<file path="config.mk">
export PLATFORM = sky130hd
export DESIGN_NAME = multimode_timer_pwm_unit
export DESIGN_NICKNAME = d
export VERILOG_FILES = /design/src/rtl/timer_pkg.sv /design/src/rtl/multimode_timer_pwm_unit.sv
export VERILOG_INCLUDE_DIRS = /design/src /design/src/rtl
export SDC_FILE = /design/constraint.sdc
export NUM_CORES = 2
export LEC_CHECK = 0
export ABC_AREA = 1
export BUFFER_PORTS_ARGS = -buffer_cell sky130_fd_sc_hd__buf_2
export CAP_MARGIN = 5
export CORE_ASPECT_RATIO = 1.75
export CORE_MARGIN = 4
export CORE_UTILIZATION = 34
export CTS_BUF_LIST = sky130_fd_sc_hd__clkbuf_8
export DETAILED_ROUTE_END_ITERATION = 8
export GPL_TIMING_DRIVEN = 1
export PLACE_DENSITY = 0.5
export SLEW_MARGIN = 0
export SYNTH_ARGS = -nofsm -noshare
export SYNTH_HDL_FRONTEND = slang
export SYNTH_SLANG_ARGS = --single-unit
</file>
<file path="constraint.sdc">
create_clock -name core_clk -period 4.1 [get_ports core_clk]
set_clock_uncertainty 0.15 [all_clocks]
set_input_delay 0.82 -clock core_clk [delete_from_list [all_inputs] [get_ports core_clk]]
set_output_delay 0.82 -clock core_clk [all_outputs]
set_load 0.01 [all_outputs]
</file>
<file path="src/rtl/timer_consts.svh">
// Constants for the multimode timer and pulse unit: offsets, field positions, codes and counts.
`ifndef TIMER_CONSTS_SVH
`define TIMER_CONSTS_SVH

`define CNT_W          17
`define CTRL_W         13
`define PRESC_W        5
`define NUM_UNITS      8
`define FULL_UNITS     2
`define ADDR_W         8

// Register offsets inside one unit's 32-byte window; unit index is paddr[7:5].
`define OFS_CTRL       5'h00
`define OFS_PRESC      5'h04
`define OFS_RISE       5'h08
`define OFS_FALL       5'h0c
`define OFS_COUNT      5'h10
`define OFS_STAT       5'h14

// Control register fields.
`define CTRL_START     0
`define CTRL_REPEAT    1
`define CTRL_MODE_LSB  2
`define CTRL_MODE_MSB  4
`define CTRL_GATE      5
`define CTRL_OUT_EN    6
`define CTRL_IN_EN     7
`define CTRL_EDGE_RISE 8
`define CTRL_EDGE_FALL 9
`define CTRL_IE_RISE   10
`define CTRL_IE_FALL   11
`define CTRL_SYS32     12

// Status register fields.
`define STAT_RISE      0
`define STAT_FALL      1
`define STAT_RUN       2
`define STAT_WAVE      3

// Mode codes.
`define MODE_TIMER     3'h0
`define MODE_COUNTER   3'h1
`define MODE_PWM       3'h2
`define MODE_CAPTURE   3'h3
`define MODE_DS_NRZ    3'h4
`define MODE_DS_RTZ    3'h5

`define PRESC_MAX      5'h10
`define LFSR_SEED      17'h00001
`define LFSR_TAP_HI    16
`define LFSR_TAP_LO    13

`endif

</file>
<file path="src/rtl/timer_pkg.sv">
// Types shared by the multimode timer and pulse unit.
package timer_pkg;
`include "timer_consts.svh"

   typedef struct packed {
      logic [`CNT_W-1:0]   cnt;
      logic [`CNT_W-1:0]   rise;
      logic [`CNT_W-1:0]   fall;
      logic [`CNT_W-1:0]   rise_act;
      logic [`CNT_W-1:0]   fall_act;
      logic [`CNT_W-1:0]   div;
      logic [`CNT_W-1:0]   lfsr;
      logic [`CTRL_W-1:0]  ctrl;
      logic [`PRESC_W-1:0] presc;
      logic                running;
      logic                phase;
      logic                flag_rise;
      logic                flag_fall;
      logic                wave;
   } unit_t;

   typedef struct packed {
      unit_t [`NUM_UNITS-1:0] u;
      logic [2:0]             gate_s;
      logic [2:0]             cap0_s;
      logic [2:0]             cap1_s;
      logic                   pready;
      logic                   pslverr;
      logic [31:0]            prdata;
      logic [`NUM_UNITS-1:0]  pin;
      logic [`NUM_UNITS-1:0]  oe;
      logic                   irq;
   } state_t;

endpackage

</file>
<file path="src/rtl/multimode_timer_pwm_unit.sv">
// Two full timer/counter units and six pulse-only timers behind an APB slave.
//
// Summary of operation
// Two full units each run as timer, PWM, capture or delta-sigma; unit zero also as event counter.
// Unit clock is the system clock, selected as the 16 or 32 MHz rate.
// Five-bit prescale: zero passes the clock, otherwise divides by two to its power, values above 16 acting as 16.
// Each unit has a 17-bit up counter plus 17-bit rise and fall registers.
// With gating on, the counter holds while the gate input is high.
// Counter equal to rise or fall can interrupt, each separately maskable.
// Six pulse-only timers lack event counting, capture and external gating.
// PWM output rises at the rise match and falls at the fall match.
// Continuous PWM restarts from zero at fall; single shot makes one pulse.
// New rise or fall values in continuous PWM apply after the current cycle.
// The waveform reaches its pin only while that pin's driver is enabled.
// Capture stores count at next rising edge in rise, following falling edge in fall.
// Software reading the capture registers stops the counter.
// Captures count from mode start and each edge overwrites, keeping the latest pulse.
// Timer mode runs single or repeating, period in fall, interrupting at fall match.
// Only unit zero counts events from the gate pin on chosen edges, up to fall.
// External event edges arrive at least 100 ns apart.
// Delta-sigma NRZ is high for the high-register count of clocks per 2^17 clocks.
// The pulse pattern differs between conversion cycles for the same value.
// Delta-sigma RTZ is low every other clock; the cycle is 2^18 clocks.
// Each pin use is enabled separately; plain timer mode needs no pins.
// Pulse placement compares a maximal 17-bit LFSR against the high register.
// Matches set sticky flags that software clears; interrupt ORs enabled flags.
//
// Design decisions made here: the address map and register access over APB.
`timescale 1ns/10ps
`include "timer_consts.svh"

module multimode_timer_pwm_unit
   import timer_pkg::*;
(
   // Clock and reset
   input  wire logic              core_clk,
   input  wire logic              resetn,
   // APB slave
   input  wire logic              psel,
   input  wire logic              penable,
   input  wire logic              pwrite,
   input  wire logic [`ADDR_W-1:0] paddr,
   input  wire logic [31:0]       pwdata,
   output logic      [31:0]       prdata,
   output logic                   pready,
   output logic                   pslverr,
   // Input pins
   input  wire logic              gate_event_input,
   input  wire logic              capture_input_zero,
   input  wire logic              capture_input_one,
   // Waveform pins
   output logic                   wave_output_zero,
   output logic                   wave_output_one,
   output logic                   pulse_out_one,
   output logic                   pulse_out_two,
   output logic                   pulse_out_three,
   output logic                   pulse_out_four,
   output logic                   pulse_out_five,
   output logic                   pulse_out_six,
   output logic [`NUM_UNITS-1:0]  wave_oe,
   // Interrupt
   output logic                   irq
);

   state_t s_r;
   state_t s_nxt;

   logic [2:0]          mode;
   logic [4:0]          ep;
   logic [`CNT_W-1:0]   mask;
   logic [`CNT_W-1:0]   cn;
   logic [`CNT_W-1:0]   lf;
   logic [`CNT_W-1:0]   cnt_cur;
   logic                full;
   logic                tick;
   logic                hold;
   logic                adv;
   logic                cmp;
   logic                hit_r;
   logic                hit_f;
   logic                cap_r;
   logic                cap_f;
   logic                ev_rise;
   logic                ev_fall;
   logic                c0_rise;
   logic                c0_fall;
   logic                c1_rise;
   logic                c1_fall;
   logic                wr;
   logic                rd;
   logic                here;
   logic                setup;
   logic                ofs_ok;
   logic                irq_n;
   logic [2:0]          sel;
   logic [4:0]          ofs;
   logic [31:0]         rdat;
   logic [`CTRL_W-1:0]  ctl;

   always_comb begin
      mode    = `MODE_TIMER;
      ep      = '0;
      mask    = '0;
      cn      = '0;
      lf      = '0;
      cnt_cur = '0;
      full    = 1'b0;
      tick    = 1'b0;
      hold    = 1'b0;
      adv     = 1'b0;
      cmp     = 1'b0;
      hit_r   = 1'b0;
      hit_f   = 1'b0;
      cap_r   = 1'b0;
      cap_f   = 1'b0;
      here    = 1'b0;
      irq_n   = 1'b0;
      ctl     = '0;
      s_nxt   = s_r;

      // Pins are asynchronous; edges are only taken from the second and third stages.
      s_nxt.gate_s = {s_r.gate_s[1:0], gate_event_input};
      s_nxt.cap0_s = {s_r.cap0_s[1:0], capture_input_zero};
      s_nxt.cap1_s = {s_r.cap1_s[1:0], capture_input_one};
      // At 50 ns per clock two samples fit between event edges, so none is missed.
      ev_rise = s_r.gate_s[1] & ~s_r.gate_s[2];
      ev_fall = ~s_r.gate_s[1] & s_r.gate_s[2];
      c0_rise = s_r.cap0_s[1] & ~s_r.cap0_s[2];
      c0_fall = ~s_r.cap0_s[1] & s_r.cap0_s[2];
      c1_rise = s_r.cap1_s[1] & ~s_r.cap1_s[2];
      c1_fall = ~s_r.cap1_s[1] & s_r.cap1_s[2];

      sel    = paddr[7:5];
      ofs    = paddr[4:0];
      setup  = psel & ~penable;
      ofs_ok = (ofs == `OFS_CTRL) || (ofs == `OFS_PRESC) || (ofs == `OFS_RISE) ||
               (ofs == `OFS_FALL) || (ofs == `OFS_COUNT) || (ofs == `OFS_STAT);
      wr     = psel & penable & s_r.pready & ~s_r.pslverr & pwrite;
      rd     = psel & penable & s_r.pready & ~s_r.pslverr & ~pwrite;

      for (int i = 0; i < `NUM_UNITS; i++) begin
         full = (i < `FULL_UNITS);
         ctl  = s_r.u[i].ctrl;
         mode = ctl[`CTRL_MODE_MSB:`CTRL_MODE_LSB];
         // Counting and capture modes are unavailable where the hardware lacks them.
         if ((i != 0 && mode == `MODE_COUNTER) || (!full && mode == `MODE_CAPTURE)) begin
            mode = `MODE_TIMER;
         end

         // The 16 MHz selection adds one halving stage to the prescaler.
         ep = (s_r.u[i].presc > `PRESC_MAX) ? `PRESC_MAX : s_r.u[i].presc;
         ep = ep + {4'h0, ~ctl[`CTRL_SYS32]};
         mask = `CNT_W'(({1'b0, {`CNT_W{1'b0}}} | 18'h1) << ep) - `CNT_W'(1);
         tick = (s_r.u[i].div & mask) == mask;
         s_nxt.u[i].div = s_r.u[i].div + `CNT_W'(1);

         hold = full && ctl[`CTRL_GATE] && ctl[`CTRL_IN_EN] && s_r.gate_s[2];
         if (mode == `MODE_COUNTER) begin
            adv = ctl[`CTRL_IN_EN] &
                  ((ctl[`CTRL_EDGE_RISE] & ev_rise) | (ctl[`CTRL_EDGE_FALL] & ev_fall));
         end else begin
            adv = tick & ~hold;
         end

         cap_r = ctl[`CTRL_IN_EN] & ((i == 0) ? c0_rise : ((i == 1) ? c1_rise : 1'b0));
         cap_f = ctl[`CTRL_IN_EN] & ((i == 0) ? c0_fall : ((i == 1) ? c1_fall : 1'b0));

         lf  = {s_r.u[i].lfsr[`CNT_W-2:0],
                s_r.u[i].lfsr[`LFSR_TAP_HI] ^ s_r.u[i].lfsr[`LFSR_TAP_LO]};
         // The sequence skips zero, so subtracting one yields exactly rise hits per period.
         cmp = (s_r.u[i].lfsr - `CNT_W'(1)) < s_r.u[i].rise;
         cn  = s_r.u[i].cnt + `CNT_W'(1);
         hit_r = 1'b0;
         hit_f = 1'b0;

         if (s_r.u[i].running && adv) begin
            unique case (mode)
               `MODE_DS_NRZ: begin
                  // The 2^17-1 sequence beats against the 2^17 frame, shifting each pattern.
                  s_nxt.u[i].lfsr = lf;
                  s_nxt.u[i].wave = cmp;
                  s_nxt.u[i].cnt  = cn;
               end
               `MODE_DS_RTZ: begin
                  s_nxt.u[i].phase = ~s_r.u[i].phase;
                  if (!s_r.u[i].phase) begin
                     s_nxt.u[i].lfsr = lf;
                     s_nxt.u[i].wave = cmp;
                  end else begin
                     s_nxt.u[i].wave = 1'b0;
                     s_nxt.u[i].cnt  = cn;
                  end
               end
               `MODE_CAPTURE: begin
                  s_nxt.u[i].cnt = cn;
               end
               default: begin
                  s_nxt.u[i].cnt = cn;
                  if (cn == s_r.u[i].fall_act) begin
                     hit_f = 1'b1;
                     s_nxt.u[i].wave = 1'b0;
                     if (ctl[`CTRL_REPEAT]) begin
                        s_nxt.u[i].cnt      = '0;
                        s_nxt.u[i].rise_act = s_r.u[i].rise;
                        s_nxt.u[i].fall_act = s_r.u[i].fall;
                     end else begin
                        s_nxt.u[i].running = 1'b0;
                     end
                  end else if (cn == s_r.u[i].rise_act) begin
                     hit_r = 1'b1;
                     if (mode == `MODE_PWM) begin
                        s_nxt.u[i].wave = 1'b1;
                     end
                  end
               end
            endcase
         end

         // Each edge overwrites, so only the latest pulse survives.
         if (s_r.u[i].running && mode == `MODE_CAPTURE) begin
            cnt_cur = s_r.u[i].cnt;
            if (cap_r) begin
               s_nxt.u[i].rise = cnt_cur;
               hit_r = 1'b1;
            end
            if (cap_f) begin
               s_nxt.u[i].fall = cnt_cur;
               hit_f = 1'b1;
            end
         end

         here = (sel == 3'(i));
         if (wr && here) begin
            unique case (ofs)
               `OFS_CTRL: begin
                  s_nxt.u[i].ctrl    = pwdata[`CTRL_W-1:0];
                  s_nxt.u[i].running = pwdata[`CTRL_START];
                  // Writing start always restarts, so capture counts from this point.
                  if (pwdata[`CTRL_START]) begin
                     s_nxt.u[i].cnt      = '0;
                     s_nxt.u[i].div      = '0;
                     s_nxt.u[i].rise_act = s_r.u[i].rise;
                     s_nxt.u[i].fall_act = s_r.u[i].fall;
                     s_nxt.u[i].wave     = 1'b0;
                     s_nxt.u[i].phase    = 1'b0;
                     s_nxt.u[i].lfsr     = `LFSR_SEED;
                  end
               end
               `OFS_PRESC: s_nxt.u[i].presc = pwdata[`PRESC_W-1:0];
               `OFS_RISE:  s_nxt.u[i].rise  = pwdata[`CNT_W-1:0];
               `OFS_FALL:  s_nxt.u[i].fall  = pwdata[`CNT_W-1:0];
               default: begin
               end
            endcase
         end

         if (rd && here && mode == `MODE_CAPTURE && (ofs == `OFS_RISE || ofs == `OFS_FALL)) begin
            s_nxt.u[i].running = 1'b0;
         end

         // A match in the clearing cycle keeps its flag.
         s_nxt.u[i].flag_rise = (s_r.u[i].flag_rise &
                                 ~(wr && here && ofs == `OFS_STAT && pwdata[`STAT_RISE])) | hit_r;
         s_nxt.u[i].flag_fall = (s_r.u[i].flag_fall &
                                 ~(wr && here && ofs == `OFS_STAT && pwdata[`STAT_FALL])) | hit_f;
         irq_n = irq_n |
                 (s_nxt.u[i].flag_rise & s_nxt.u[i].ctrl[`CTRL_IE_RISE]) |
                 (s_nxt.u[i].flag_fall & s_nxt.u[i].ctrl[`CTRL_IE_FALL]);

         s_nxt.pin[i] = s_nxt.u[i].wave & s_nxt.u[i].ctrl[`CTRL_OUT_EN];
         s_nxt.oe[i]  = s_nxt.u[i].ctrl[`CTRL_OUT_EN];
      end
      s_nxt.irq = irq_n;

      unique case (ofs)
         `OFS_CTRL: begin
            rdat = 32'(s_r.u[sel].ctrl);
            rdat[`CTRL_START] = s_r.u[sel].running;
         end
         `OFS_PRESC: rdat = 32'(s_r.u[sel].presc);
         `OFS_RISE:  rdat = 32'(s_r.u[sel].rise);
         `OFS_FALL:  rdat = 32'(s_r.u[sel].fall);
         `OFS_COUNT: rdat = 32'(s_r.u[sel].cnt);
         `OFS_STAT:  rdat = {28'h0, s_r.u[sel].wave, s_r.u[sel].running,
                             s_r.u[sel].flag_fall, s_r.u[sel].flag_rise};
         default:    rdat = 32'h0;
      endcase

      // Answer is prepared in the setup cycle, so every access takes exactly two cycles.
      s_nxt.pready = setup;
      if (setup) begin
         s_nxt.pslverr = ~ofs_ok;
         s_nxt.prdata  = ofs_ok ? rdat : 32'h0;
      end
   end

   always_ff @(posedge core_clk or negedge resetn) begin
      if (!resetn) begin
         s_r <= '0;
      end else begin
         s_r <= s_nxt;
      end
   end

   assign prdata           = s_r.prdata;
   assign pready           = s_r.pready;
   assign pslverr          = s_r.pslverr;
   assign wave_output_zero = s_r.pin[0];
   assign wave_output_one  = s_r.pin[1];
   assign pulse_out_one    = s_r.pin[2];
   assign pulse_out_two    = s_r.pin[3];
   assign pulse_out_three  = s_r.pin[4];
   assign pulse_out_four   = s_r.pin[5];
   assign pulse_out_five   = s_r.pin[6];
   assign pulse_out_six    = s_r.pin[7];
   assign wave_oe          = s_r.oe;
   assign irq              = s_r.irq;

endmodule

</file>
* Word-level counts from Yosys, hierarchy flattened
Index checks and enable logic that the tools add are counted.
Word-level totals: register bits 1196, latch bits 0, RAM bits 0, memory bits (read-only) 0, input bits 48, output and inout bits 51, word-level logic and storage cells 985, memories 0
Cells by class: add/sub/neg operators 40, $mul 0, div/mod/pow operators 0, $lt $le $gt $ge 17, equality and inequality tests 89, shift-type cells 8, multiplexer cells 393, bitwise operators 181, reductions and logical operators 128
Operators by type and width (number):
- 17-bit 2-to-1 mux | 84
- 34-bit 2-to-1 mux | 34
- 139-bit 2-to-1 mux | 8
- 81-bit 2-to-1 mux | 8
- 68-bit 2-to-1 mux | 8
- 17-bit one-hot mux with 2 select lines | 16
- 142-bit binary-select mux with 3-bit select | 1
- 17-bit equality test | 24
- 17-bit by 1-bit adder with 17-bit output (second input constant) | 16
- 17-bit by 1-bit subtractor with 17-bit output (second input constant) | 16
- 1-bit 2-to-1 mux | 184
- 142-bit 2-to-1 mux | 1
- 17-bit bitwise AND | 8
- 17-bit < comparator | 8
- 1-bit by 5-bit left shift with 17-bit output (first input constant) | 8
- 17-bit one-hot mux with 6 select lines | 1
- 1-bit bitwise AND | 82
- 5-bit 2-to-1 mux | 16
- 3-bit by 2-bit equality test with 1-bit output (second input constant) | 24
- 1-bit logical AND | 70
- 3-bit equality test (second input constant) | 20
- 2-bit AND reduction | 28
- 3-bit by 1-bit equality test with 1-bit output (second input constant) | 16
- 1-bit inverter | 44
- 17 further kinds | 131

* Longest topological paths before layout
depth in word-level cells 30, depth in mapped cells 31, gate-level depth less buffers 31

* Least setup slack after synthesis
OpenSTA, ideal clock, no wires.
kind reg-to-reg, from register s_r[209] (netlist name), to register s_r[264] (netlist name), arrival time 3.586 ns, data required time 3.823 ns, setup slack 0.237 ns, cell stages (with the launch flop) 26, buffers on the path 2, cell sequence dfrtp_1 nor2_1 nand2_1 a21boi_0 ha_1 ha_1 nand2_1 o21bai_2 inv_1 nand2_1 nor2_4 nand2_1 ha_1 clkbuf_1 nand3_1 nand2_1 inv_1 nand2_1 nand2_1 nor2_2 nand3_1 nor2_1 nand3_1 o21ai_2 buf_6 mux2_1
RTL lines:
- from (decl) | RTL line multimode_timer_pwm_unit.sv:65 | state_t s_r;
- from (signal assigned) | RTL line multimode_timer_pwm_unit.sv:301 | s_r <= s_nxt;

==> results.yml <==
routing:
  viasPerCell: 5.41
  wl_per_cell_microns: 25.9
  routed-wl-met2_mm: 167
  route.antenna.remaining_nets: 0
  wl_met3_mm: 19.1
  drc: 2
  vias: 71778
  drtIter0Drc: 6278
  first_pass_iters: 9
  top_layer: "met5"
  drt-total-wl_mm: 344
  m1WireLength_mm: 114
clock_tree:
  clkTransAtPathRegs_ns: 0.07
  cts-root-buf: "clkbuf_8"
  clock_latency_ns: 1.00
  clock_sinks: 1165
  cts_tree: "done"
  h-tree-depth: 4
  cts_buffers: 202
  cts_max_path_buffers: 4
synthesis:
  synth_flop_cell: "dfrtp_1"
  synth_top_cell_area_share_pct: 40.6
  syn-cell-area_sq_um: 71800
  synth_top_cell_by_area: "dfrtp_1"
  syn_avg_cell_area_sq_um: 7.34
  async_flop_share_pct: 100
  synth_cell_types: 88
  syn_inst: 9787
  ys_ff_latch: 1165
  yosys-top-cells-area: "dfrtp_1, nand2_1, inv_1"
  seq_area_frac_synth_pct: 40.6
  ys_warn_count: 0
  synth_edf_count: 0
critical_path:
  worstSetupPathType: "reg -> reg"
  crit_path_frequent_cell: "ha_4"
  cpMaxStageDelayCell: "dfrtp_1"
  start_kind: "flop"
  crit_path_max_incr_delay_ns: 0.41
  critPathRequiredTime_ns: 4.81
  cp-end-kind: "flop"
  crit_fanout: 7
  arrival_ns: 4.85
global_route:
  grt_start_max_net_pins: 139
  grt_pass1_wl_mm: 480
  grt_use_total_pct: 30.1
  overflow: 0
  grt_pass1_vias: 70183
  antenna_found_initial: 21
sta:
  final.min_clock_period_ns: 4.15
  worst_pin_slew_ns: 1.44
  fmaxAchievable_mhz: 241
  drv_slew: 0
  finalHoldViolations: 0
  fin_crit_sh_pct: 101
  rsz0062_at_grt: "true"
  setup_viol: 37
  relSlewSlack_pct: 3.97
  fin_ws_ns: -0.0454
outcome:
  status: "complete, but fails checks"
  failed_checks: "DRC, setup timing"
die:
  fp.dieH_microns: 616
  start_util_pct: 34.1
  die-area_sq_um: 219000
  io_pins: 99
  die_x_microns: 355
  rows: 223
  coreArea_sq_um: 211000
placed_design:
  dp_hpwl_mm: 262
  dp_cells: 12774
  finalWeightedCongestion: 1.08
  io_buffers: 68
  post_dp_cell_area_sq_um: 78200
cells_and_area:
  syn_to_final_growth_pct: 19.2
  regArea_sq_um: 29200
  fill_cells: 22014
  drive_above_1_share_pct: 15.0
  final_area_sq_um: 85700
  layout_commonest_cell: "nand2_1"
  final_cell_mix: "nand2_1, inv_1, dfrtp_1"
  nNetsFinal: 10517
  multi_input_comb_area_sq_um: 37200
  fin_cells: 13272
job:
  drv_cap: 0
pwr:
  max-vdd-ir-drop_v: 0.000221
  p_per_area_nw_per_um2: 330
  p_leak_nw: 39.5
min_path:
  holdCritPathClass: "in -> reg"
[cells in the mapped netlist, types with 16 or more instances]
| master | n |
|---|---|
| xor2_1 | 190 |
| buf_2 | 69 |
| nor3_1 | 136 |
| buf_1 | 19 |
| o21ai_0 | 789 |
| dfrtp_1 | 1165 |
| o311ai_0 | 26 |
| nand3b_1 | 40 |
| a221oi_1 | 40 |
| nor4_1 | 30 |
| nor2_4 | 17 |
| buf_6 | 16 |
| o2111ai_1 | 34 |
| nand2_2 | 33 |
| o21ai_2 | 40 |
| nor3b_1 | 24 |
| nor2_1 | 943 |
| a22oi_1 | 58 |
| clkbuf_1 | 236 |
| or2_2 | 33 |
| a21oi_1 | 420 |
| o22ai_1 | 136 |
| a211oi_1 | 106 |
| ha_1 | 176 |
| o21ai_1 | 66 |
| nand4_1 | 204 |
| nand2_1 | 2336 |
| xnor2_1 | 66 |
| inv_1 | 1228 |
| inv_2 | 69 |
| nand3_1 | 600 |
| buf_4 | 68 |
| o211ai_1 | 146 |
| nor2_2 | 31 |
[stage by stage]
step	power (mW)	utilization [%]	TNS (ns)	hold WS, ns	setup slack [ns]
finish	28.3	40.7	-0.644	0.0933	-0.0454
global route	29.4	40.7	-22.83	0.0940	-0.280
CTS	28.5	39.3	-0.486	0.0257	-0.0599
detailed placement	16.7	37.1	-21.67	0.190	-0.231
global placement	16.7	37.1	-13.52	0.193	-0.192
floorplan	14.7	-	0	0.181	0.237
[logic make-up after synthesis]
kind of cell | after synthesis | share of synthesized area (%)
AOI/OAI and AO/OA | 1957 | 16.2
and+or+nand+nor | 4497 | 27.0
xor gates and xnor gates | 264 | 3.37
buffers and inverters | 1722 | 9.65
muxes | 5 | 0.0766
DFF | 1165 | 40.6
adders and majority gates | 176 | 3.07
other | 1 | 0.00522
[flip-flops by register name, summed over array words and instances (netlist names), 6 cells and up]
name / count
wave_oe: 7
lf: 16
prdata: 17
s_r: 1096
s_nxt: 6
ctl: 12
[metal layers]
layer	vias to the layer above	global-route usage, %
met3	1135	4.30
met4	4	30.7
li1	33321	-
met5	-	0
met1	34472	30.3
met2	2846	52.0
[cell type report]
type,count,area share (%)
tap,2812,4.11
clock inverter,105,0.825
sequential,1165,34.0
timing repair buffer,696,7.71
multi-input combinational,6914,43.4
inverter,1312,5.80
antenna,13,0.0380
clock buffer,253,4.07
timing repair inverter,2,0.0175
[report_power, final]
group	leakage, nW	switching, mW	internal, mW
combinational	22.7	3.06	1.28
sequential	14.4	0.450	11.9
clock	2.38	5.51	6.12
[critical path, delay by kind of cell (launching register included)]
kind / cells / cell delay (ns)
DFF: 1 / 0.41
buffers and inverters: 6 / 0.75
adders and majority gates: 3 / 0.60
and+or+nand+nor: 14 / 1.40
AOI/OAI and AO/OA: 5 / 0.70
[worst paths after layout]
kind,start,endpoint,slack (ns),cells past startpoint
max in group asynchronous,resetn,s_r[149],2.33,4
worst max register to register,s_r[207],s_r[265],-0.05,28
worst max-delay path,s_r[207],s_r[265],-0.05,28
worst min-delay path,penable,pready,0.09,3
min in group asynchronous,resetn,s_r[712],0.22,2
worst min register to register,s_nxt[58],s_nxt[59],0.20,0
[repair_timing]
action	CTS	global route
hold buffers	7	0
gates cloned	2	38
setup endpoints to repair	219	557
pin swaps	6	131
resized for setup	52	395
hold endpoints to repair	177	0
setup buffers	10	72
(Power assumes the default switching activity.)
